`src/cfisr_consts.svh`:
```
/*
  offsets, field positions, reset values and bus codes of the
  status and interrupt register block.
  assumes nothing; definitions only, included by bare name.
*/
`ifndef CFISR_CONSTS_SVH
`define CFISR_CONSTS_SVH

// ----------------------------------------------------------------
// register byte offsets
// ----------------------------------------------------------------
`define CFISR_OFF_FIFO_CTRL   32'h0000_0000
`define CFISR_OFF_FIFO_PTR    32'h0000_0004
`define CFISR_OFF_INT_FLAGS   32'h0000_0008
`define CFISR_OFF_INT_ENABLES 32'h0000_000C

// ----------------------------------------------------------------
// field positions
// ----------------------------------------------------------------
`define CFISR_DMA_BUFFER_COUNT_SEL_LSB  13
`define CFISR_FSA_LSB    0
`define CFISR_FBP_LSB    8
`define CFISR_FIFO_NEXT_READ_POINTER_LSB   0
`define CFISR_TX_BUS_OFF_BIT   13
`define CFISR_TX_ERROR_PASSIVE_BIT   12
`define CFISR_RX_ERROR_PASSIVE_BIT   11
`define CFISR_TX_WARNING_BIT  10
`define CFISR_RX_WARNING_BIT  9
`define CFISR_ANY_WARNING_BIT  8
`define CFISR_IVR_BIT    7
`define CFISR_WAK_BIT    6
`define CFISR_ERR_BIT    5
`define CFISR_FIFO_BIT   3
`define CFISR_RBOV_BIT   2
`define CFISR_RB_BIT     1
`define CFISR_TB_BIT     0

// ----------------------------------------------------------------
// implemented flag/enable bits and reset values
// ----------------------------------------------------------------
`define CFISR_FLAG_MASK  8'hEF
`define CFISR_CTRL_RST   3'h0
`define CFISR_FSA_RST    5'h00
`define CFISR_EN_RST     8'h00
`define CFISR_FLAG_RST   8'h00

// ----------------------------------------------------------------
// bus responses
// ----------------------------------------------------------------
`define CFISR_RESP_OKAY   2'h0
`define CFISR_RESP_SLVERR 2'h2

`endif

```
`src/cfisr_pkg.sv`:
```
/*
  types shared by the status and interrupt register block.
  assumes the constants header is included by the user files.
*/
package cfisr_pkg;
  // register read word before zero extension
  typedef logic [15:0] cfisr_half_type;
  // interrupt flag or enable byte
  typedef logic [7:0]  cfisr_byte_type;
  // bus response code
  typedef logic [1:0]  cfisr_resp_type;
endpackage

```
`src/cfisr_rise.sv`:
```
/*
  rising-edge detector for a group of level inputs.
  assumes inputs synchronous to aclk.
*/
`timescale 1ns/10ps
`default_nettype none
module cfisr_rise
  import cfisr_pkg::*;
#(
  parameter int W = 6
) (
  // clock and reset
  input  wire logic         aclk,
  input  wire logic         aresetn,
  // levels in, one-cycle pulse out
  input  wire logic [W-1:0] level,
  output logic              any_rise
);
  logic [W-1:0] level_r;

  // ----------------------------------------------------------------
  // previous level
  // ----------------------------------------------------------------
  always_ff @(posedge aclk) begin
    if (!aresetn) begin
      level_r <= '0;
    end else begin
      level_r <= level;
    end
  end

  // a state entered while already active elsewhere still counts
  assign any_rise = |(level & ~level_r);
endmodule // cfisr_rise
`default_nettype wire

```
`src/cfisr_flags.sv`:
```
/*
  sticky clear-only flag bank: hardware sets, software clears.
  assumes one-cycle set pulses and clear strobes.
*/
`timescale 1ns/10ps
`default_nettype none
`include "cfisr_consts.svh"
module cfisr_flags
  import cfisr_pkg::*;
(
  // clock and reset
  input  wire logic           aclk,
  input  wire logic           aresetn,
  // set pulses and clear strobes
  input  wire cfisr_byte_type set_evt,
  input  wire cfisr_byte_type clr,
  // flag state
  output cfisr_byte_type      flag_r
);
  cfisr_byte_type flag_nxt;

  // set wins over clear so no event is lost during a clear
  assign flag_nxt = ((flag_r & ~clr) | set_evt) & `CFISR_FLAG_MASK;

  // ----------------------------------------------------------------
  // flag storage
  // ----------------------------------------------------------------
  always_ff @(posedge aclk) begin
    if (!aresetn) begin
      flag_r <= `CFISR_FLAG_RST;
    end else begin
      flag_r <= flag_nxt;
    end
  end
endmodule // cfisr_flags
`default_nettype wire

```
`src/cfisr_regs.sv`:
```
/*
  status and interrupt registers of the bus controller, reached over
  an AXI4-Lite slave port.
  assumes the protocol engine drives error levels and one-cycle event
  pulses synchronous to aclk.
*/
`timescale 1ns/10ps
`default_nettype none
`include "cfisr_consts.svh"

// Functional notes
// - bit 13 of flags reads set while transmitter is bus-off.
// - bit 12 reads set while transmitter is error-passive.
// - bit 11 reads set while receiver is error-passive.
// - bit 10 reads set while transmitter reached warning level.
// - bit 9 reads set while receiver reached warning level.
// - bit 8 reads set while either side is at warning.
// - bit 7 sets on invalid message; software can only clear it.
// - bit 6 sets on bus wake-up activity; clear-only.
// - bit 5 sets on any entry into error states of bits 13..8.
// - bit 3 sets when receive FIFO becomes almost full.
// - bit 2 sets on receive buffer overflow.
// - bit 1 sets when a message is stored in a receive buffer.
// - bit 0 sets on a transmit buffer event.
// - read-only six-bit next-read pointer names the buffer to read.
// - unimplemented bits read zero and ignore writes.
// - each flag of bits 7..0 has a read-write enable at the same position; bits 13..8 have none.
module cfisr_regs
  import cfisr_pkg::*;
(
  // clock and reset
  input  wire logic        aclk,
  input  wire logic        aresetn,
  // axi4-lite write address
  input  wire logic [31:0] s_axi_awaddr,
  input  wire logic        s_axi_awvalid,
  output logic             s_axi_awready,
  // axi4-lite write data
  input  wire logic [31:0] s_axi_wdata,
  input  wire logic [3:0]  s_axi_wstrb,
  input  wire logic        s_axi_wvalid,
  output logic             s_axi_wready,
  // axi4-lite write response
  output logic [1:0]       s_axi_bresp,
  output logic             s_axi_bvalid,
  input  wire logic        s_axi_bready,
  // axi4-lite read address
  input  wire logic [31:0] s_axi_araddr,
  input  wire logic        s_axi_arvalid,
  output logic             s_axi_arready,
  // axi4-lite read data
  output logic [31:0]      s_axi_rdata,
  output logic [1:0]       s_axi_rresp,
  output logic             s_axi_rvalid,
  input  wire logic        s_axi_rready,
  // error state levels from the protocol engine
  input  wire logic        tx_bus_off,
  input  wire logic        tx_error_passive,
  input  wire logic        rx_error_passive,
  input  wire logic        tx_warning,
  input  wire logic        rx_warning,
  // event pulses from the protocol engine
  input  wire logic        invalid_msg_evt,
  input  wire logic        wakeup_evt,
  input  wire logic        fifo_almost_full_evt,
  input  wire logic        rx_overflow_evt,
  input  wire logic        rx_buffer_evt,
  input  wire logic        tx_buffer_evt,
  // fifo pointers from the buffer logic
  input  wire logic [5:0]  fifo_write_pointer,
  input  wire logic [5:0]  fifo_next_read_pointer,
  // configuration to the buffer logic
  output logic [2:0]       dma_buffer_count_sel,
  output logic [4:0]       fifo_area_start,
  // interrupt request
  output logic             irq
);

  // ----------------------------------------------------------------
  // helpers
  // ----------------------------------------------------------------
  // word address match; low two bits ignored for aligned words
  function automatic logic addr_is(input logic [31:0] a,
                                   input logic [31:0] off);
    addr_is = (a[31:2] == off[31:2]);
  endfunction

  // any of the four registers
  function automatic logic addr_ok(input logic [31:0] a);
    addr_ok = addr_is(a, `CFISR_OFF_FIFO_CTRL)   ||
              addr_is(a, `CFISR_OFF_FIFO_PTR)    ||
              addr_is(a, `CFISR_OFF_INT_FLAGS)   ||
              addr_is(a, `CFISR_OFF_INT_ENABLES);
  endfunction

  // ----------------------------------------------------------------
  // declarations
  // ----------------------------------------------------------------
  logic [31:0]    awaddr_r;
  logic           aw_held_r;
  logic [31:0]    wdata_r;
  logic [3:0]     wstrb_r;
  logic           w_held_r;
  logic           bvalid_r;
  cfisr_resp_type bresp_r;
  logic           rvalid_r;
  logic [31:0]    rdata_r;
  cfisr_resp_type rresp_r;
  logic           wr_go;
  logic           wr_ctrl;
  logic           wr_flags;
  logic           wr_en;
  logic [2:0]     dma_buffer_count_sel_r;
  logic [4:0]     fsa_r;
  cfisr_byte_type en_r;
  cfisr_byte_type flag_r;
  cfisr_byte_type flag_set;
  cfisr_byte_type flag_clr;
  logic           err_rise;
  logic           any_warning;
  logic [5:0]     err_levels;
  cfisr_half_type flags_word;
  cfisr_half_type rd_word;
  logic           ar_take;

  // ----------------------------------------------------------------
  // write channel handshake
  // ----------------------------------------------------------------
  // address and data are each held until both are here; nothing new
  // is taken while a response is pending, which bounds one write
  assign s_axi_awready = !aw_held_r && !bvalid_r;
  assign s_axi_wready  = !w_held_r && !bvalid_r;
  assign wr_go         = aw_held_r && w_held_r && !bvalid_r;

  // capture address
  always_ff @(posedge aclk) begin
    if (!aresetn) begin
      aw_held_r <= 1'b0;
      awaddr_r  <= 32'h0000_0000;
    end else if (s_axi_awvalid && s_axi_awready) begin
      aw_held_r <= 1'b1;
      awaddr_r  <= s_axi_awaddr;
    end else if (wr_go) begin
      aw_held_r <= 1'b0;
    end
  end

  // capture data and strobes
  always_ff @(posedge aclk) begin
    if (!aresetn) begin
      w_held_r <= 1'b0;
      wdata_r  <= 32'h0000_0000;
      wstrb_r  <= 4'h0;
    end else if (s_axi_wvalid && s_axi_wready) begin
      w_held_r <= 1'b1;
      wdata_r  <= s_axi_wdata;
      wstrb_r  <= s_axi_wstrb;
    end else if (wr_go) begin
      w_held_r <= 1'b0;
    end
  end

  // write response; unmapped addresses get slverr and change nothing
  always_ff @(posedge aclk) begin
    if (!aresetn) begin
      bvalid_r <= 1'b0;
      bresp_r  <= `CFISR_RESP_OKAY;
    end else if (wr_go) begin
      bvalid_r <= 1'b1;
      bresp_r  <= addr_ok(awaddr_r) ? `CFISR_RESP_OKAY
                                    : `CFISR_RESP_SLVERR;
    end else if (s_axi_bready) begin
      bvalid_r <= 1'b0;
    end
  end

  assign s_axi_bvalid = bvalid_r;
  assign s_axi_bresp  = bresp_r;

  // register selects for the committed write
  assign wr_ctrl  = wr_go && addr_is(awaddr_r, `CFISR_OFF_FIFO_CTRL);
  assign wr_flags = wr_go && addr_is(awaddr_r, `CFISR_OFF_INT_FLAGS);
  assign wr_en    = wr_go && addr_is(awaddr_r, `CFISR_OFF_INT_ENABLES);

  // ----------------------------------------------------------------
  // fifo control fields
  // ----------------------------------------------------------------
  // each field lives in one byte lane, so its strobe gates it
  always_ff @(posedge aclk) begin
    if (!aresetn) begin
      dma_buffer_count_sel_r <= `CFISR_CTRL_RST;
      fsa_r   <= `CFISR_FSA_RST;
    end else if (wr_ctrl) begin
      if (wstrb_r[1]) begin
        dma_buffer_count_sel_r <= wdata_r[`CFISR_DMA_BUFFER_COUNT_SEL_LSB +: 3];
      end
      if (wstrb_r[0]) begin
        fsa_r <= wdata_r[`CFISR_FSA_LSB +: 5];
      end
    end
  end

  assign dma_buffer_count_sel = dma_buffer_count_sel_r;
  assign fifo_area_start      = fsa_r;

  // ----------------------------------------------------------------
  // interrupt enables
  // ----------------------------------------------------------------
  // bit 4 and the upper byte are not stored
  always_ff @(posedge aclk) begin
    if (!aresetn) begin
      en_r <= `CFISR_EN_RST;
    end else if (wr_en && wstrb_r[0]) begin
      en_r <= wdata_r[7:0] & `CFISR_FLAG_MASK;
    end
  end

  // ----------------------------------------------------------------
  // error state and flag sources
  // ----------------------------------------------------------------
  assign any_warning = tx_warning | rx_warning;

  assign err_levels = {tx_bus_off, tx_error_passive, rx_error_passive,
                       tx_warning, rx_warning, any_warning};

  // entering any error state raises the error flag once
  cfisr_rise #(
    .W (6)
  ) u_err_rise (
    .aclk     (aclk),
    .aresetn  (aresetn),
    .level    (err_levels),
    .any_rise (err_rise)
  );

  always_comb begin
    flag_set                  = 8'h00;
    flag_set[`CFISR_IVR_BIT]  = invalid_msg_evt;
    flag_set[`CFISR_WAK_BIT]  = wakeup_evt;
    flag_set[`CFISR_ERR_BIT]  = err_rise;
    flag_set[`CFISR_FIFO_BIT] = fifo_almost_full_evt;
    flag_set[`CFISR_RBOV_BIT] = rx_overflow_evt;
    flag_set[`CFISR_RB_BIT]   = rx_buffer_evt;
    flag_set[`CFISR_TB_BIT]   = tx_buffer_evt;
  end

  // writing zero clears a flag; writing one leaves it alone
  assign flag_clr = (wr_flags && wstrb_r[0])
                    ? (~wdata_r[7:0] & `CFISR_FLAG_MASK) : 8'h00;

  cfisr_flags u_flags (
    .aclk    (aclk),
    .aresetn (aresetn),
    .set_evt (flag_set),
    .clr     (flag_clr),
    .flag_r  (flag_r)
  );

  // level request; drops when the flag or its enable goes
  assign irq = |(flag_r & en_r);

  // ----------------------------------------------------------------
  // read path
  // ----------------------------------------------------------------
  always_comb begin
    flags_word                   = 16'h0000;
    flags_word[`CFISR_TX_BUS_OFF_BIT]  = tx_bus_off;
    flags_word[`CFISR_TX_ERROR_PASSIVE_BIT]  = tx_error_passive;
    flags_word[`CFISR_RX_ERROR_PASSIVE_BIT]  = rx_error_passive;
    flags_word[`CFISR_TX_WARNING_BIT] = tx_warning;
    flags_word[`CFISR_RX_WARNING_BIT] = rx_warning;
    flags_word[`CFISR_ANY_WARNING_BIT] = any_warning;
    flags_word[7:0]              = flag_r;
  end

  always_comb begin
    rd_word = 16'h0000;
    if (addr_is(s_axi_araddr, `CFISR_OFF_FIFO_CTRL)) begin
      rd_word[`CFISR_DMA_BUFFER_COUNT_SEL_LSB +: 3] = dma_buffer_count_sel_r;
      rd_word[`CFISR_FSA_LSB +: 5]   = fsa_r;
    end else if (addr_is(s_axi_araddr, `CFISR_OFF_FIFO_PTR)) begin
      rd_word[`CFISR_FBP_LSB +: 6]  = fifo_write_pointer;
      rd_word[`CFISR_FIFO_NEXT_READ_POINTER_LSB +: 6] = fifo_next_read_pointer;
    end else if (addr_is(s_axi_araddr, `CFISR_OFF_INT_FLAGS)) begin
      rd_word = flags_word;
    end else if (addr_is(s_axi_araddr, `CFISR_OFF_INT_ENABLES)) begin
      rd_word[7:0] = en_r;
    end
  end

  // one read at a time; data registered the edge the address is taken
  assign s_axi_arready = !rvalid_r;
  assign ar_take       = s_axi_arvalid && s_axi_arready;

  always_ff @(posedge aclk) begin
    if (!aresetn) begin
      rvalid_r <= 1'b0;
      rdata_r  <= 32'h0000_0000;
      rresp_r  <= `CFISR_RESP_OKAY;
    end else if (ar_take) begin
      rvalid_r <= 1'b1;
      rdata_r  <= {16'h0000, rd_word};
      rresp_r  <= addr_ok(s_axi_araddr) ? `CFISR_RESP_OKAY
                                        : `CFISR_RESP_SLVERR;
    end else if (s_axi_rready) begin
      rvalid_r <= 1'b0;
    end
  end

  assign s_axi_rvalid = rvalid_r;
  assign s_axi_rdata  = rdata_r;
  assign s_axi_rresp  = rresp_r;

  // ----------------------------------------------------------------
  // assertions
  // ----------------------------------------------------------------
  AST_TX_BUS_OFF: assert property (@(posedge aclk) disable iff (!aresetn)
    ar_take && addr_is(s_axi_araddr, `CFISR_OFF_INT_FLAGS)
    |=> s_axi_rdata[13] == $past(tx_bus_off))
    else $error("bus-off bit wrong on read");

  AST_TX_ERROR_PASSIVE: assert property (@(posedge aclk) disable iff (!aresetn)
    ar_take && addr_is(s_axi_araddr, `CFISR_OFF_INT_FLAGS)
    |=> s_axi_rdata[12] == $past(tx_error_passive))
    else $error("tx passive bit wrong on read");

  AST_RX_ERROR_PASSIVE: assert property (@(posedge aclk) disable iff (!aresetn)
    ar_take && addr_is(s_axi_araddr, `CFISR_OFF_INT_FLAGS)
    |=> s_axi_rdata[11] == $past(rx_error_passive))
    else $error("rx passive bit wrong on read");

  AST_TX_WARNING: assert property (@(posedge aclk) disable iff (!aresetn)
    ar_take && addr_is(s_axi_araddr, `CFISR_OFF_INT_FLAGS)
    |=> s_axi_rdata[10] == $past(tx_warning))
    else $error("tx warning bit wrong on read");

  AST_RX_WARNING: assert property (@(posedge aclk) disable iff (!aresetn)
    ar_take && addr_is(s_axi_araddr, `CFISR_OFF_INT_FLAGS)
    |=> s_axi_rdata[9] == $past(rx_warning))
    else $error("rx warning bit wrong on read");

  AST_ANY_WARNING: assert property (@(posedge aclk) disable iff (!aresetn)
    ar_take && addr_is(s_axi_araddr, `CFISR_OFF_INT_FLAGS)
    |=> s_axi_rdata[8] == (s_axi_rdata[10] | s_axi_rdata[9]))
    else $error("any warning bit not the or of both");

  AST_IVR_SET: assert property (@(posedge aclk) disable iff (!aresetn)
    invalid_msg_evt |=> flag_r[7] [*2] or (flag_r[7] ##1 $fell(flag_r[7])))
    else $error("invalid message flag not set");

  AST_IVR_NOSET: assert property (@(posedge aclk) disable iff (!aresetn)
    !flag_r[7] && !invalid_msg_evt |=> !flag_r[7])
    else $error("invalid message flag set without event");

  AST_WAK: assert property (@(posedge aclk) disable iff (!aresetn)
    wakeup_evt |=> flag_r[6])
    else $error("wake-up flag not set");

  AST_ERR: assert property (@(posedge aclk) disable iff (!aresetn)
    $rose(tx_bus_off) || $rose(rx_warning) |=> flag_r[5])
    else $error("error flag not set on state entry");

  AST_FIFO: assert property (@(posedge aclk) disable iff (!aresetn)
    fifo_almost_full_evt |=> flag_r[3])
    else $error("almost full flag not set");

  AST_RBOV: assert property (@(posedge aclk) disable iff (!aresetn)
    rx_overflow_evt |=> flag_r[2])
    else $error("overflow flag not set");

  AST_RB: assert property (@(posedge aclk) disable iff (!aresetn)
    rx_buffer_evt |=> flag_r[1])
    else $error("receive flag lost against a clear");

  AST_TB: assert property (@(posedge aclk) disable iff (!aresetn)
    $rose(flag_r[0]) |-> $past(tx_buffer_evt))
    else $error("transmit flag set without event");

  AST_FIFO_NEXT_READ_POINTER: assert property (@(posedge aclk) disable iff (!aresetn)
    ar_take && addr_is(s_axi_araddr, `CFISR_OFF_FIFO_PTR)
    |=> s_axi_rdata[5:0] == $past(fifo_next_read_pointer)
        && s_axi_rdata[13:8] == $past(fifo_write_pointer))
    else $error("pointer status wrong on read");

  AST_UNIMP: assert property (@(posedge aclk) disable iff (!aresetn)
    s_axi_rvalid |-> s_axi_rdata[31:16] == 16'h0000 && !flag_r[4]
      && !en_r[4])
    else $error("unimplemented bit reads nonzero");

  AST_UNIMP_FLAGS: assert property (@(posedge aclk) disable iff (!aresetn)
    ar_take && addr_is(s_axi_araddr, `CFISR_OFF_INT_FLAGS)
    |=> !s_axi_rdata[4] && s_axi_rdata[15:14] == 2'h0)
    else $error("unimplemented flag bit reads nonzero");

  AST_EN: assert property (@(posedge aclk) disable iff (!aresetn)
    wr_en && wstrb_r[0] |=> en_r == ($past(wdata_r[7:0]) & 8'hEF))
    else $error("enable register not written");

  AST_IRQ: assert property (@(posedge aclk) disable iff (!aresetn)
    flag_set[0] && en_r[0] && !wr_en |=> irq)
    else $error("interrupt request missing");

  AST_IRQ_LOW: assert property (@(posedge aclk) disable iff (!aresetn)
    irq |-> |(flag_r & en_r))
    else $error("interrupt request without cause");

  AST_CTRL: assert property (@(posedge aclk) disable iff (!aresetn)
    wr_ctrl && wstrb_r[1:0] == 2'h3
    |=> dma_buffer_count_sel == $past(wdata_r[15:13])
        && fifo_area_start == $past(wdata_r[4:0]))
    else $error("fifo control fields not written");

endmodule // cfisr_regs
`default_nettype wire

```
`config.mk`:
```
export PLATFORM = sky130hd
export DESIGN_NAME = cfisr_regs
export DESIGN_NICKNAME = d
export VERILOG_FILES = /design/src/cfisr_pkg.sv /design/src/cfisr_rise.sv /design/src/cfisr_flags.sv /design/src/cfisr_regs.sv
export VERILOG_INCLUDE_DIRS = /design/src
export SDC_FILE = /design/constraint.sdc
export NUM_CORES = 1
export LEC_CHECK = 0
export BUFFER_PORTS_ARGS = -buffer_cell sky130_fd_sc_hd__buf_2
export CORE_ASPECT_RATIO = 0.9
export CORE_MARGIN = 1.5
export CORE_UTILIZATION = 43
export CTS_BUF_LIST = sky130_fd_sc_hd__clkbuf_4 sky130_fd_sc_hd__clkbuf_8 sky130_fd_sc_hd__clkbuf_16
export DETAILED_ROUTE_END_ITERATION = 10
export GPL_TIMING_DRIVEN = 0
export MAX_ROUTING_LAYER = met4
export PLACE_DENSITY = 0.76
export RECOVER_POWER = 100
export SYNTH_ARGS = -nofsm -noshare
export SYNTH_HDL_FRONTEND = slang
export SYNTH_HIERARCHICAL = 1
export SYNTH_SLANG_ARGS = --single-unit
```
`constraint.sdc`:
```
create_clock -name aclk -period 1.7 [get_ports aclk]
set_input_delay 0.17 -clock aclk [delete_from_list [all_inputs] [get_ports aclk]]
set_output_delay 0.17 -clock aclk [all_outputs]
set_load 0.005 [all_outputs]
```
# [Word level (Yosys, flattened, before mapping)]
# Index checks and enable logic that the tools add are counted.
[totals] register_bits=103
[op_classes] n_eq_ne=6 mux=19 n_bitwise=8 reduce_logical=32
[ops] op="$eq A30 B2 Y1 const B" count=4
[ops] op="$eq A30 B1 Y1 const B" count=2
[ops] op="$logic_not A30 Y1" count=2
[ops] op="$mux W8" count=4
[ops] op="$mux W6" count=3
[ops] op="$and A8 B8 Y8" count=2
[ops] op="$not A8 Y8" count=2
[ops] op="$logic_and A1 B1 Y1" count=12
[ops] op="$or A8 B8 Y8" count=1
[ops] op="$reduce_bool A2 Y1" count=4
[ops] op="$reduce_or A8 Y1" count=1
[ops] op="$mux W1" count=7
[ops] op="$and A6 B6 Y6" count=1
[ops] op="$logic_or A1 B1 Y1" count=6
[ops] op="$mux W2" count=3
[ops] op="$not A6 Y6" count=1
[ops] op="$reduce_or A6 Y1" count=1
[ops] op="$mux W5" count=1
[ops] op="$logic_not A1 Y1" count=4
[ops] op="$reduce_and A2 Y1" count=2
[ops] op="$mux W3" count=1
[ops] op="$or A1 B1 Y1" count=1

# [Depth between registers and ports, before layout]
# Gate-level depths: netlist of the first run.
[depth] ltp_word=8 depth_mapped=7 mapped_depth_nobuf=6

# [Modules after synthesis]
# The synthesis of the first run kept the hierarchy.
[modules_own_cells] mod="cfisr_regs" instances=1 cells_each=438 area_each_um2=3696.0 seq_area_each_um2=1601.5
[modules_own_cells] mod="cfisr_flags" instances=1 cells_each=23 area_each_um2=247.7 seq_area_each_um2=140.1
[modules_own_cells] mod="cfisr_rise" instances=1 cells_each=22 area_each_um2=206.4 seq_area_each_um2=120.1

# [Worst setup path after synthesis of the first run]
# OpenSTA, ideal clock, no wires.
[synth_timing] path_kind="reg-to-reg" from="register awaddr_r[4]" to="register u_flags.flag_r[0]" setup_ps=115 arrival_ps=1618 setup_slack_ps=-33 path_stages_with_launch=8 n_path_buf=1 cell_sequence="dfxtp_1 -> nor4_2 -> nand4_4 -> or3_1 -> buf_6 -> nor2_2 -> nor2b_1 -> o21a_1"
[synth_between] elab_chain_len=7
[synth_lines] item="start, declared" line="cfisr_regs.sv:99" text="logic [31:0] awaddr_r;"
[synth_lines] item="start signal, assigned" line="cfisr_regs.sv:142" text="awaddr_r <= s_axi_awaddr;"
[synth_lines] item="$eq A30 B2 Y1" line="cfisr_regs.sv:85" text="addr_is = (a[31:2] == off[31:2]);"
[synth_lines] item="$logic_and A1 B1 Y1" line="cfisr_regs.sv:182" text="assign wr_flags = wr_go && addr_is(awaddr_r, `CFISR_OFF_INT_FLAGS);"
[synth_lines] item="$logic_and A1 B1 Y1" line="cfisr_regs.sv:248" text="assign flag_clr = (wr_flags && wstrb_r[0])"
[synth_lines] item="$mux W8" line="cfisr_regs.sv:248"
[synth_lines] item="named net flag_clr[0]" line="cfisr_regs.sv:118" text="cfisr_byte_type flag_clr;"
[synth_lines] item="$not A8 Y8" line="cfisr_flags.sv:23" text="assign flag_nxt = ((flag_r & ~clr) | set_evt) & `CFISR_FLAG_MASK;"
[synth_lines] item="$and A8 B8 Y8" line="cfisr_flags.sv:23"
[synth_lines] item="$or A8 B8 Y8" line="cfisr_flags.sv:23"
[synth_lines] item="end signal, assigned" line="cfisr_flags.sv:30" text="flag_r <= `CFISR_FLAG_RST;"
[synth_lines] item="end signal, assigned" line="cfisr_flags.sv:32" text="flag_r <= flag_nxt;"
[synth_lines] item="end, declared" line="cfisr_flags.sv:18" text="output cfisr_byte_type flag_r"
# The timed path passes the listed nets, and every way through them passes these cells.
# A chain may end at the register's enable or synchronous reset.

# [Worst setup path after layout of the first run]
[layout_timing] from="register awaddr_r[29]" to="register u_flags.flag_r[1]"
# The elaborated chain is that of the path after synthesis.

==> results.py, run 1 <==
metrics = {
    "global_routing": {
        "grt_antenna_before_repair": 0,
        "grt_first_pass_wirelength_mm": 16.7,
        "grt_overflow": 0,
        "grt_max_degree": 19,
        "track_usage": 0.215,
        "grt_pass1_vias": 3585,
    },
    "sta": {
        "maxSlewHeadroom": 0.622,
        "maxSlewViolCount": 0,
        "clock_skew_ps": 12.2,
        "clock.fmax_mhz": 557,
        "setup_viol": 7,
        "hold_viol_final": 0,
        "post-route-period-util": 1.06,
        "setup_slack_ps": -95.3,
        "tightest_slew_ps": 567,
        "rsz0062_at_grt": "true",
        "layout_min_cycle_time_ps": 1800,
    },
    "clock_network": {
        "cts_buffer_depth": 2,
        "hold_buffers": 0,
        "cts-root-buf": "clkbuf_8",
        "clkTransAtPathRegs_ps": 100,
        "clock-sinks": 93,
        "cts_buffers": 9,
        "h-tree-depth": 3,
        "insertion_delay_ps": 360,
        "cts_tree": "yes",
    },
    "min_path": {
        "hold_depth": 2,
        "worstHoldStart": "wakeup_evt",
        "hold_path.class": "input pin to flop",
        "min_to": "u_flags/flag_r[6]",
    },
    "cells_and_area": {
        "final_nets": 780,
        "diodes": 0,
        "layout-drive-gt1-share": 0.302,
        "synthToLayoutAreaGrowth_pct": 27.7,
    },
    "flow_run": {
        "maxCapViolations": 0,
    },
    "run_status": {
        "status": "finished with violations",
        "failed_checks": "setup timing",
    },
    "detailed_routing": {
        "ant_nets": 0,
        "routed_wl_mm": 10.8,
        "wire_per_inst_um": 13.8,
        "dr.pass1.iters": 4,
        "drc": 0,
        "drt_iter0_markers": 202,
        "viasPerCell": 4.92,
        "vias": 3821,
    },
    "placed_design": {
        "hpwlAfterDp_mm": 8.56,
        "io_buffers": 134,
        "dp_slack_ps": -147,
        "place.gp.congestion": 0.874,
    },
    "synthesis": {
        "synth_area_leaders": "dfxtp_1 (45%), nand2_1 (12%), a21oi_1 (7.6%)",
        "ys_seq_area_frac": 0.449,
        "synth_cell_types": 44,
        "syn-instance-count": 483,
        "postSynthAreaPerCell_um2": 8.59,
        "yosysTopAreaCell": "dfxtp_1",
        "synth.cell_area_um2": 4150,
        "yosys_warnings": 6,
        "netlist.area_leader.share": 0.449,
        "yosys_register_bits": 93,
    },
    "worst_setup_path": {
        "slowest_stage": "or3_4",
        "crit_family": "simple AND/OR/NAND/NOR gates",
        "crit_path_start_kind": "flop",
        "rrSetupSlack_ps": -100,
        "path_cells": "nor4_4, nand4_4, or3_4, nor2_2, nor2b_1, o21a_1",
        "cp_num_buf_inv": 0,
        "path_class": "flop to flop",
        "rr_endpoint": "u_flags/flag_r[1]",
        "rr_worst_depth": 6,
        "worstReg2RegStart": "awaddr_r[29]",
        "cp.arrival_ps": 2050,
        "slowest_delay_ps": 510,
        "crit_fanout": 7,
        "end_kind": "flop",
        "required_ps": 1950,
    },
    "pwr": {
        "p_per_area_nw_per_um2": 832,
        "ir_worst_vdd_mv": 0.444,
        "p_total_uw": 4410,
        "power.leakage_uw": 0.00224,
    },
    "floorplan": {
        "fp.dieW_um": 107,
        "fp.dieArea_um2": 10300,
        "fp.dieH_um": 96.2,
        "coreArea_um2": 9250,
        "start_util": 0.449,
        "row_count": 33,
        "pin_count": 180,
    },
}
what timing repair did:
item | in CTS | in global routing
gates resized for setup | 0 | 9
setup endpoints to repair | 14 | 15
pin swaps | 4 | 8
setup buffers | 4 | 2
layout by cell type, fill, tap and decap left out, types with 3 or more instances in the layout:
cell,instances
conb_1,19
buf_4,21
dfxtp_2,5
and2_0,3
clkbuf_8,9
and2_1,4
o22ai_1,3
nor2b_1,10
or4_1,8
mux2i_1,17
o21a_1,7
mux2_2,3
a21oi_1,63
o21ai_0,3
inv_1,10
nand2_1,137
nor4_4,7
nor3_4,3
nand4_1,13
mux4_2,4
clkinv_4,3
dfxtp_1,88
nor2_2,6
nor4_1,7
a22o_1,6
buf_2,121
buf_6,3
nor2_1,7
clkbuf_1,35
how the worst max path moves through the flow:
stage,startpoint,to,slack [ps],cells past startpoint
finish,awaddr_r[29],u_flags/flag_r[1],-100,6
CTS,awaddr_r[10],u_flags/flag_r[1],-120,7
global route,awaddr_r[29],u_flags/flag_r[1],-160,6
global placement,awaddr_r[10],u_flags/flag_r[0],-120,7
floorplan,awaddr_r[10],u_flags/flag_r[0],-2,7
detailed placement,awaddr_r[26],u_flags/flag_r[1],-150,7
per-layer routing:
layer | track usage | wire, um | vias up | share of wire
met5 | - | 0 | - | 0
met1 | 0.272 | 4870 | 1739 | 0.45
li1 | - | - | 1950 | -
met2 | 0.358 | 5120 | 120 | 0.48
met3 | 0.0359 | 647 | 12 | 0.060
met4 | 0.0589 | 106 | 0 | 0.0099
Yosys cell counts (all sizes together):
cell and instances:
nand2 137, dfxtp 93, a21oi 63, buf 27, clkbuf 17, mux2i 17
nand4 15, nor2 14, nor4 14, inv 11, nor2b 10, and2 8
or4 8, o21a 7, a22o 6, mux4 4, nor3 4, mux2 3
o21ai 3, o22ai 3, a22oi 2, a2bb2oi 2, conb 2, nand3 2
nor3b 2, or3 2, a222oi 1, and3b 1, and4 1, nand2b 1
nand3b 1, o221a 1, or2 1
logic make-up after synthesis:
group,synth area share
and+or+nand+nor,0.286
AOI/OAI and AO/OA,0.122
muxes,0.0708
DFF,0.449
buffers and inverters,0.0699
other,0.00181
flip-flops by register name, indices dropped and copies added (netlist names):
name and flops:
s_axi_bresp 1, wdata_r 11, w_held_r 1, s_axi_rresp 1
en_r 7, s_axi_rvalid 1, fifo_area_start 5, s_axi_rdata 16
dma_buffer_count_sel 3, u_flags/flag_r 7, u_err_rise/level_r 6, s_axi_bvalid 1
awaddr_r 30, wstrb_r 2, aw_held_r 1
through the flow:
stage	instances	instance area (um2)	utilization	setup TNS (ps)	hold WS (ps)
after CTS	776	5290	0.572	-884	3.18
after global routing	777	5300	0.573	-1450	2.35
after global placement	756	5050	0.546	-803	380
after floorplan	500	4230	-	-15.8	288
final	777	5300	0.573	-508	10.9
after detailed placement	756	5050	0.546	-1170	386
layout make-up:
| class | count | area, um2 |
|---|---|---|
| Sequential cell | 93 | 1870 |
| Fill cell | 917 | 3950 |
| Clock inverter | 7 | 70.1 |
| Multi-Input combinational cell | 352 | 2090 |
| Inverter | 11 | 41.3 |
| Buffer | 43 | 238 |
| Timing Repair Buffer | 140 | 718 |
| Tap cell | 122 | 153 |
| Clock buffer | 9 | 124 |
power by group:
part | switching (uW) | internal, uW | total [uW]
registers | 88.4 | 2280 | 2370
logic | 323 | 298 | 622
clock network | 855 | 567 | 1420
No activity file was read; power rests on OpenSTA's default activity.
==> run 2: changes to the inputs <==
--- a/config.mk
+++ b/config.mk
@@ -13,7 +13,6 @@
 export CTS_BUF_LIST = sky130_fd_sc_hd__clkbuf_4 sky130_fd_sc_hd__clkbuf_8 sky130_fd_sc_hd__clkbuf_16
 export DETAILED_ROUTE_END_ITERATION = 10
 export GPL_TIMING_DRIVEN = 0
-export MAX_ROUTING_LAYER = met4
 export PLACE_DENSITY = 0.76
 export RECOVER_POWER = 100
 export SYNTH_ARGS = -nofsm -noshare
==> run 2 against run 1 <==
  * Fmax fell by 0.76%
  * Sequential share of layout area decreased by 0.066 points
  * Via count is 0.60% higher
  * Critical endpoint unchanged
  * Worst hold slack worse by 3.6 ps
  * Largest power group unchanged
  * Clock power is essentially flat
  * Global-route usage fell by 0.63 points
  * Register-to-register slack about the same
  * Critical path depth unchanged
  * Core utilization grew 0.11 points
  * The run still ends with setup timing left
  * Cell count rose by 0.13%
  * Power increased by 0.14%
  * Critical path type unchanged
  * Sequential power about the same
==> results.py, run 2 (synthesis results as in run 1) <==
metrics = {
    "detailed_routing": {
        "routed_wl_mm": 10.8,
        "drt_iter0_markers": 169,
        "vias": 3844,
        "drc": 0,
        "ant_nets": 0,
        "dr.pass1.iters": 6,
        "viasPerCell": 4.94,
        "wire_per_inst_um": 13.9,
    },
    "floorplan": {
        "start_util": 0.449,
        "coreArea_um2": 9250,
        "fp.dieArea_um2": 10300,
        "fp.dieW_um": 107,
        "pin_count": 180,
        "fp.dieH_um": 96.2,
        "row_count": 33,
    },
    "sta": {
        "setup_slack_ps": -109,
        "clock_skew_ps": 13.5,
        "maxSlewHeadroom": 0.623,
        "setup_viol": 7,
        "tightest_slew_ps": 566,
        "layout_min_cycle_time_ps": 1810,
        "clock.fmax_mhz": 553,
        "whs_ps": 7.27,
        "post-route-period-util": 1.06,
        "rsz0062_at_grt": "true",
        "hold_viol_final": 0,
        "maxSlewViolCount": 0,
    },
    "worst_setup_path": {
        "crit_fanout": 7,
        "path_cells": "nor4_4, nand4_4, or3_4, nor2_2, nor2b_1, o21a_1",
        "rrSetupSlack_ps": -110,
        "crit_family": "simple AND/OR/NAND/NOR gates",
        "crit_path_start_kind": "flop",
        "worstReg2RegStart": "awaddr_r[29]",
        "slowest_stage": "or3_4",
        "slowest_delay_ps": 500,
        "cp_num_buf_inv": 0,
        "required_ps": 1950,
        "crit_start": "awaddr_r[29]",
        "path_class": "flop to flop",
        "cp.arrival_ps": 2060,
        "end_kind": "flop",
    },
    "placed_design": {
        "io_buffers": 134,
        "place.gp.congestion": 0.860,
        "dp_slack_ps": -147,
        "hpwlAfterDp_mm": 8.56,
        "place_inst": 756,
    },
    "clock_network": {
        "cts_tree": "yes",
        "insertion_delay_ps": 370,
        "cts-root-buf": "clkbuf_8",
        "h-tree-depth": 3,
        "cts_buffer_depth": 2,
        "clock-sinks": 93,
        "cts_buffers": 9,
        "clkTransAtPathRegs_ps": 100,
    },
    "cells_and_area": {
        "final_cell_mix": "nand2_1 (137), buf_2 (121), dfxtp_1 (88)",
        "final_nets": 781,
        "top_register": "awaddr_r",
        "final_common_cell": "nand2_1",
        "synthToLayoutAreaGrowth_pct": 27.9,
        "largest_register_ffs": 30,
        "layout-drive-gt1-share": 0.302,
        "final_cell_count_no_fill": 778,
        "diodes": 0,
        "fillers": 915,
    },
    "min_path": {
        "worstHoldStart": "fifo_almost_full_evt",
        "hold_path.class": "input pin to flop",
    },
    "global_routing": {
        "grt_max_degree": 19,
        "grt_first_pass_wirelength_mm": 16.7,
        "track_usage": 0.208,
        "grt_overflow": 0,
        "grt_pass1_vias": 3571,
        "grt_antenna_before_repair": 0,
    },
    "run_status": {
        "failed_checks": "setup timing",
        "status": "finished with violations",
    },
    "pwr": {
        "p_per_area_nw_per_um2": 832,
        "power.leakage_uw": 0.00224,
        "p_total_uw": 4420,
        "ir_worst_vdd_mv": 0.445,
    },
    "flow_run": {
        "maxCapViolations": 0,
    },
}
## run 2: what timing repair did
item | 4_1_cts | 5_1_grt
cloned | 0 | 0
setup buffers | 4 | 2
endpoints found under the hold margin | 0 | 1
gates resized for setup | 0 | 9
setup endpoints to repair | 14 | 15
hold buffers | 0 | 1
pin swaps | 4 | 8
## run 2: final timing paths
check | end | depth (start not counted)
worst max-delay path | u_flags/flag_r[1] | 6
worst min-delay path | u_flags/flag_r[3] | 2
worst max register to register | u_flags/flag_r[1] | 6
worst min register to register | s_axi_rdata[12] | 2
## run 2: worst register-to-register path, cell delays in order, from the launching register on
cell	delay (ps)
dfxtp_2	350
nor4_4	340
nand4_4	180
or3_4	510
nor2_2	110
nor2b_1	50
o21a_1	170
## run 2: layout make-up
type / count / area (um2) / share of cell area
buffer: 43 / 238 / 0.0448
sequential: 93 / 1870 / 0.352
inverter: 11 / 41.3 / 0.00778
timing repair buffer: 141 / 728 / 0.137
multi-input combinational: 352 / 2090 / 0.393
clock inverter: 7 / 70.1 / 0.0132
clock buffer: 9 / 124 / 0.0233
tap: 122 / 153 / 0.0288
## run 2: metrics by stage
step,utilization,area (um2),setup TNS (ps)
final,0.574,5310,-570
after global routing,0.574,5310,-1440
after CTS,0.572,5290,-884
after detailed placement,0.546,5050,-1170
after global placement,0.546,5050,-803
after floorplan,-,4230,-15.8
## run 2: routing by layer
layer	global-route usage	vias to the layer above	part of all wire
li1	-	1952	-
met1	0.269	1742	0.44
met2	0.359	140	0.48
met3	0.0481	10	0.070
met4	0.0456	0	0.0079
met5	0	-	0
## run 2: where the power goes
part	total (uW)	internal [uW]	leakage, uW	switching [uW]
Combinational	624	300	0.00138	325
Sequential	2370	2280	0.000763	88.4
Clock	1430	567	0.0000947	859
==> run 3: changes to the inputs <==
--- a/config.mk
+++ b/config.mk
@@ -19,3 +19,4 @@
 export SYNTH_HDL_FRONTEND = slang
 export SYNTH_HIERARCHICAL = 1
 export SYNTH_SLANG_ARGS = --single-unit
+export TNS_END_PERCENT = 10
==> run 3 against run 2 <==
  * The flow still finishes with violations (setup timing)
  * Via count rose by 2.0%
  * Flip-flop and latch count is the same
  * Clock power about the same
  * Power up 1.0%
  * Clock-buffer cell count increased by 1
  * Routed wire length increased by 2.0%
  * Cell count fell by 0.13%
  * Clock skew fell by 1.9 ps
  * Critical path depth down 1
  * Critical endpoint is now en_r[3]
  * Highest routed layer unchanged
==> results.py, run 3 (synthesis results as in run 1) <==
metrics = {
    "run_status": {
        "status": "finished with violations",
        "failed_checks": "setup timing",
    },
    "cells_and_area": {
        "multi_input_area_um2": 2080,
        "final_cell_mix": "nand2_1 (137), buf_2 (125), dfxtp_1 (87)",
        "register_area_um2": 1870,
        "final_nets": 780,
        "synthToLayoutAreaGrowth_pct": 27.5,
        "top_register": "awaddr_r",
        "final_util": 0.572,
        "largest_register_ffs": 30,
        "fillers": 875,
        "final_common_cell": "nand2_1",
        "diodes": 0,
        "layout-drive-gt1-share": 0.313,
        "final_cell_count_no_fill": 777,
    },
    "pwr": {
        "p_total_uw": 4460,
        "p_per_area_nw_per_um2": 843,
        "ir_worst_vdd_mv": 0.448,
        "power.leakage_uw": 0.00226,
    },
    "global_routing": {
        "grt_antenna_before_repair": 0,
        "grt_use_met1": 0.276,
        "use_met2": 0.376,
        "grt_max_degree": 16,
        "grtUsageMet3": 0.0589,
        "grt_pass1_vias": 3651,
        "grt_first_pass_wirelength_mm": 17.6,
        "grt_overflow": 0,
        "track_usage": 0.221,
        "top_usage_layer": "met2",
    },
    "placed_design": {
        "place.gp.congestion": 0.880,
        "hpwlAfterDp_mm": 8.66,
        "io_buffers": 134,
        "dp_slack_ps": -150,
        "place_inst": 756,
    },
    "floorplan": {
        "fp.dieH_um": 96.2,
        "fp.dieW_um": 107,
        "row_count": 33,
        "pin_count": 180,
        "fp.dieArea_um2": 10300,
        "start_util": 0.449,
        "coreArea_um2": 9250,
    },
    "worst_setup_path": {
        "crit_fanout": 7,
        "path_class": "flop to flop",
        "crit_path_start_kind": "flop",
        "required_ps": 1980,
        "cp_num_buf_inv": 1,
        "path_cells": "nor4_4, nand4_4, buf_6, nor3_4, mux2i_1",
        "crit_family": "simple AND/OR/NAND/NOR gates",
        "end_kind": "flop",
        "slowest_delay_ps": 440,
        "slowest_stage": "nor3_4",
        "cp.arrival_ps": 2060,
    },
    "sta": {
        "post-route-period-util": 1.05,
        "clock_skew_ps": 11.6,
        "rsz0062_at_grt": "true",
        "hold_viol_final": 0,
        "setup_slack_ps": -87.4,
        "maxSlewHeadroom": 0.626,
        "maxSlewViolCount": 0,
        "clock.fmax_mhz": 559,
        "setup_viol": 15,
        "layout_min_cycle_time_ps": 1790,
        "tightest_slew_ps": 561,
    },
    "clock_network": {
        "cts-root-buf": "clkbuf_8",
        "cts_buffer_depth": 2,
        "insertion_delay_ps": 360,
        "clkTransAtPathRegs_ps": 80,
        "h-tree-depth": 3,
        "cts_tree": "yes",
        "cts_buffers": 9,
        "clock-sinks": 93,
    },
    "detailed_routing": {
        "viasPerCell": 5.04,
        "drt_iter0_markers": 245,
        "wire_per_inst_um": 14.2,
        "vias": 3919,
        "drc": 0,
        "ant_nets": 0,
        "dr.pass1.iters": 4,
        "routed_wl_mm": 11.0,
    },
    "flow_run": {
        "maxCapViolations": 0,
    },
    "min_path": {
        "hold_path.class": "input pin to flop",
    },
}
==> run 3: changes by cell type in the layout (fill, tap and decap cells not counted), sizes merged <==
cell      delta
clkbuf       -2
clkinv       -1
bufinv       +1
buf          +2
inv          -2
clkinvlp     +1
==> run 3: routing by layer <==
metal,vias up,wire (um)
li1,1954,-
met1,1803,4840
met2,145,5230
met3,17,798
met4,0,169
met5,-,0
==> run 3: timing repair <==
item | in CTS | in global routing
setup buffers | 5 | 0
hold buffers | 0 | 1
hold endpoints to repair | 0 | 1
gates resized for setup | 2 | 7
setup endpoints to repair | 14 | 29
pin swaps | 5 | 5
==> run 3: final timing paths <==
path                        startpoint                 to  slack (ps)  cells after the start
setup reg to reg          awaddr_r[26]            en_r[3]         -90                      5
setup / recovery          awaddr_r[26]            en_r[3]         -90                      5
hold / removal    fifo_almost_full_evt  u_flags/flag_r[3]          20                      2
hold reg to reg         s_axi_rdata[0]     s_axi_rdata[0]         460                      2
==> run 3: per-stage QoR <==
| stage | setup TNS (ps) | cell area [um2] | hold slack [ps] |
|---|---|---|---|
| after global placement | -820 | 5050 | 379 |
| after floorplan | -15.8 | 4230 | 288 |
| after global routing | -2390 | 5290 | 17.4 |
| after detailed placement | -1170 | 5050 | 386 |
| final | -752 | 5290 | 24.4 |
| after CTS | -1070 | 5290 | 5.02 |
==> run 3: final cells by class <==
type	count	share of cell area
Buffer	43	0.0452
Clock buffer	10	0.0248
Clock inverter	6	0.0121
Inverter	11	0.00780
Multi-Input combinational cell	352	0.394
Sequential cell	93	0.353
Tap cell	122	0.0288
Timing Repair Buffer	140	0.134
==> run 3: worst reg2reg max path, delay by kind of cell (launching register included) <==
family,cells,cell delay (ps)
buffers and inverters,1,160
flip-flops,1,340
multiplexers,1,270
AND/OR/NAND/NOR,3,940
==> run 3: report_power, final <==
group	total (uW)	internal, uW	switching [uW]	leakage (uW)
logic	636	307	329	0.00140
clock network	1460	694	768	0.0000957
registers	2360	2280	86.3	0.000763
total	4460	3280	1180	0.00226
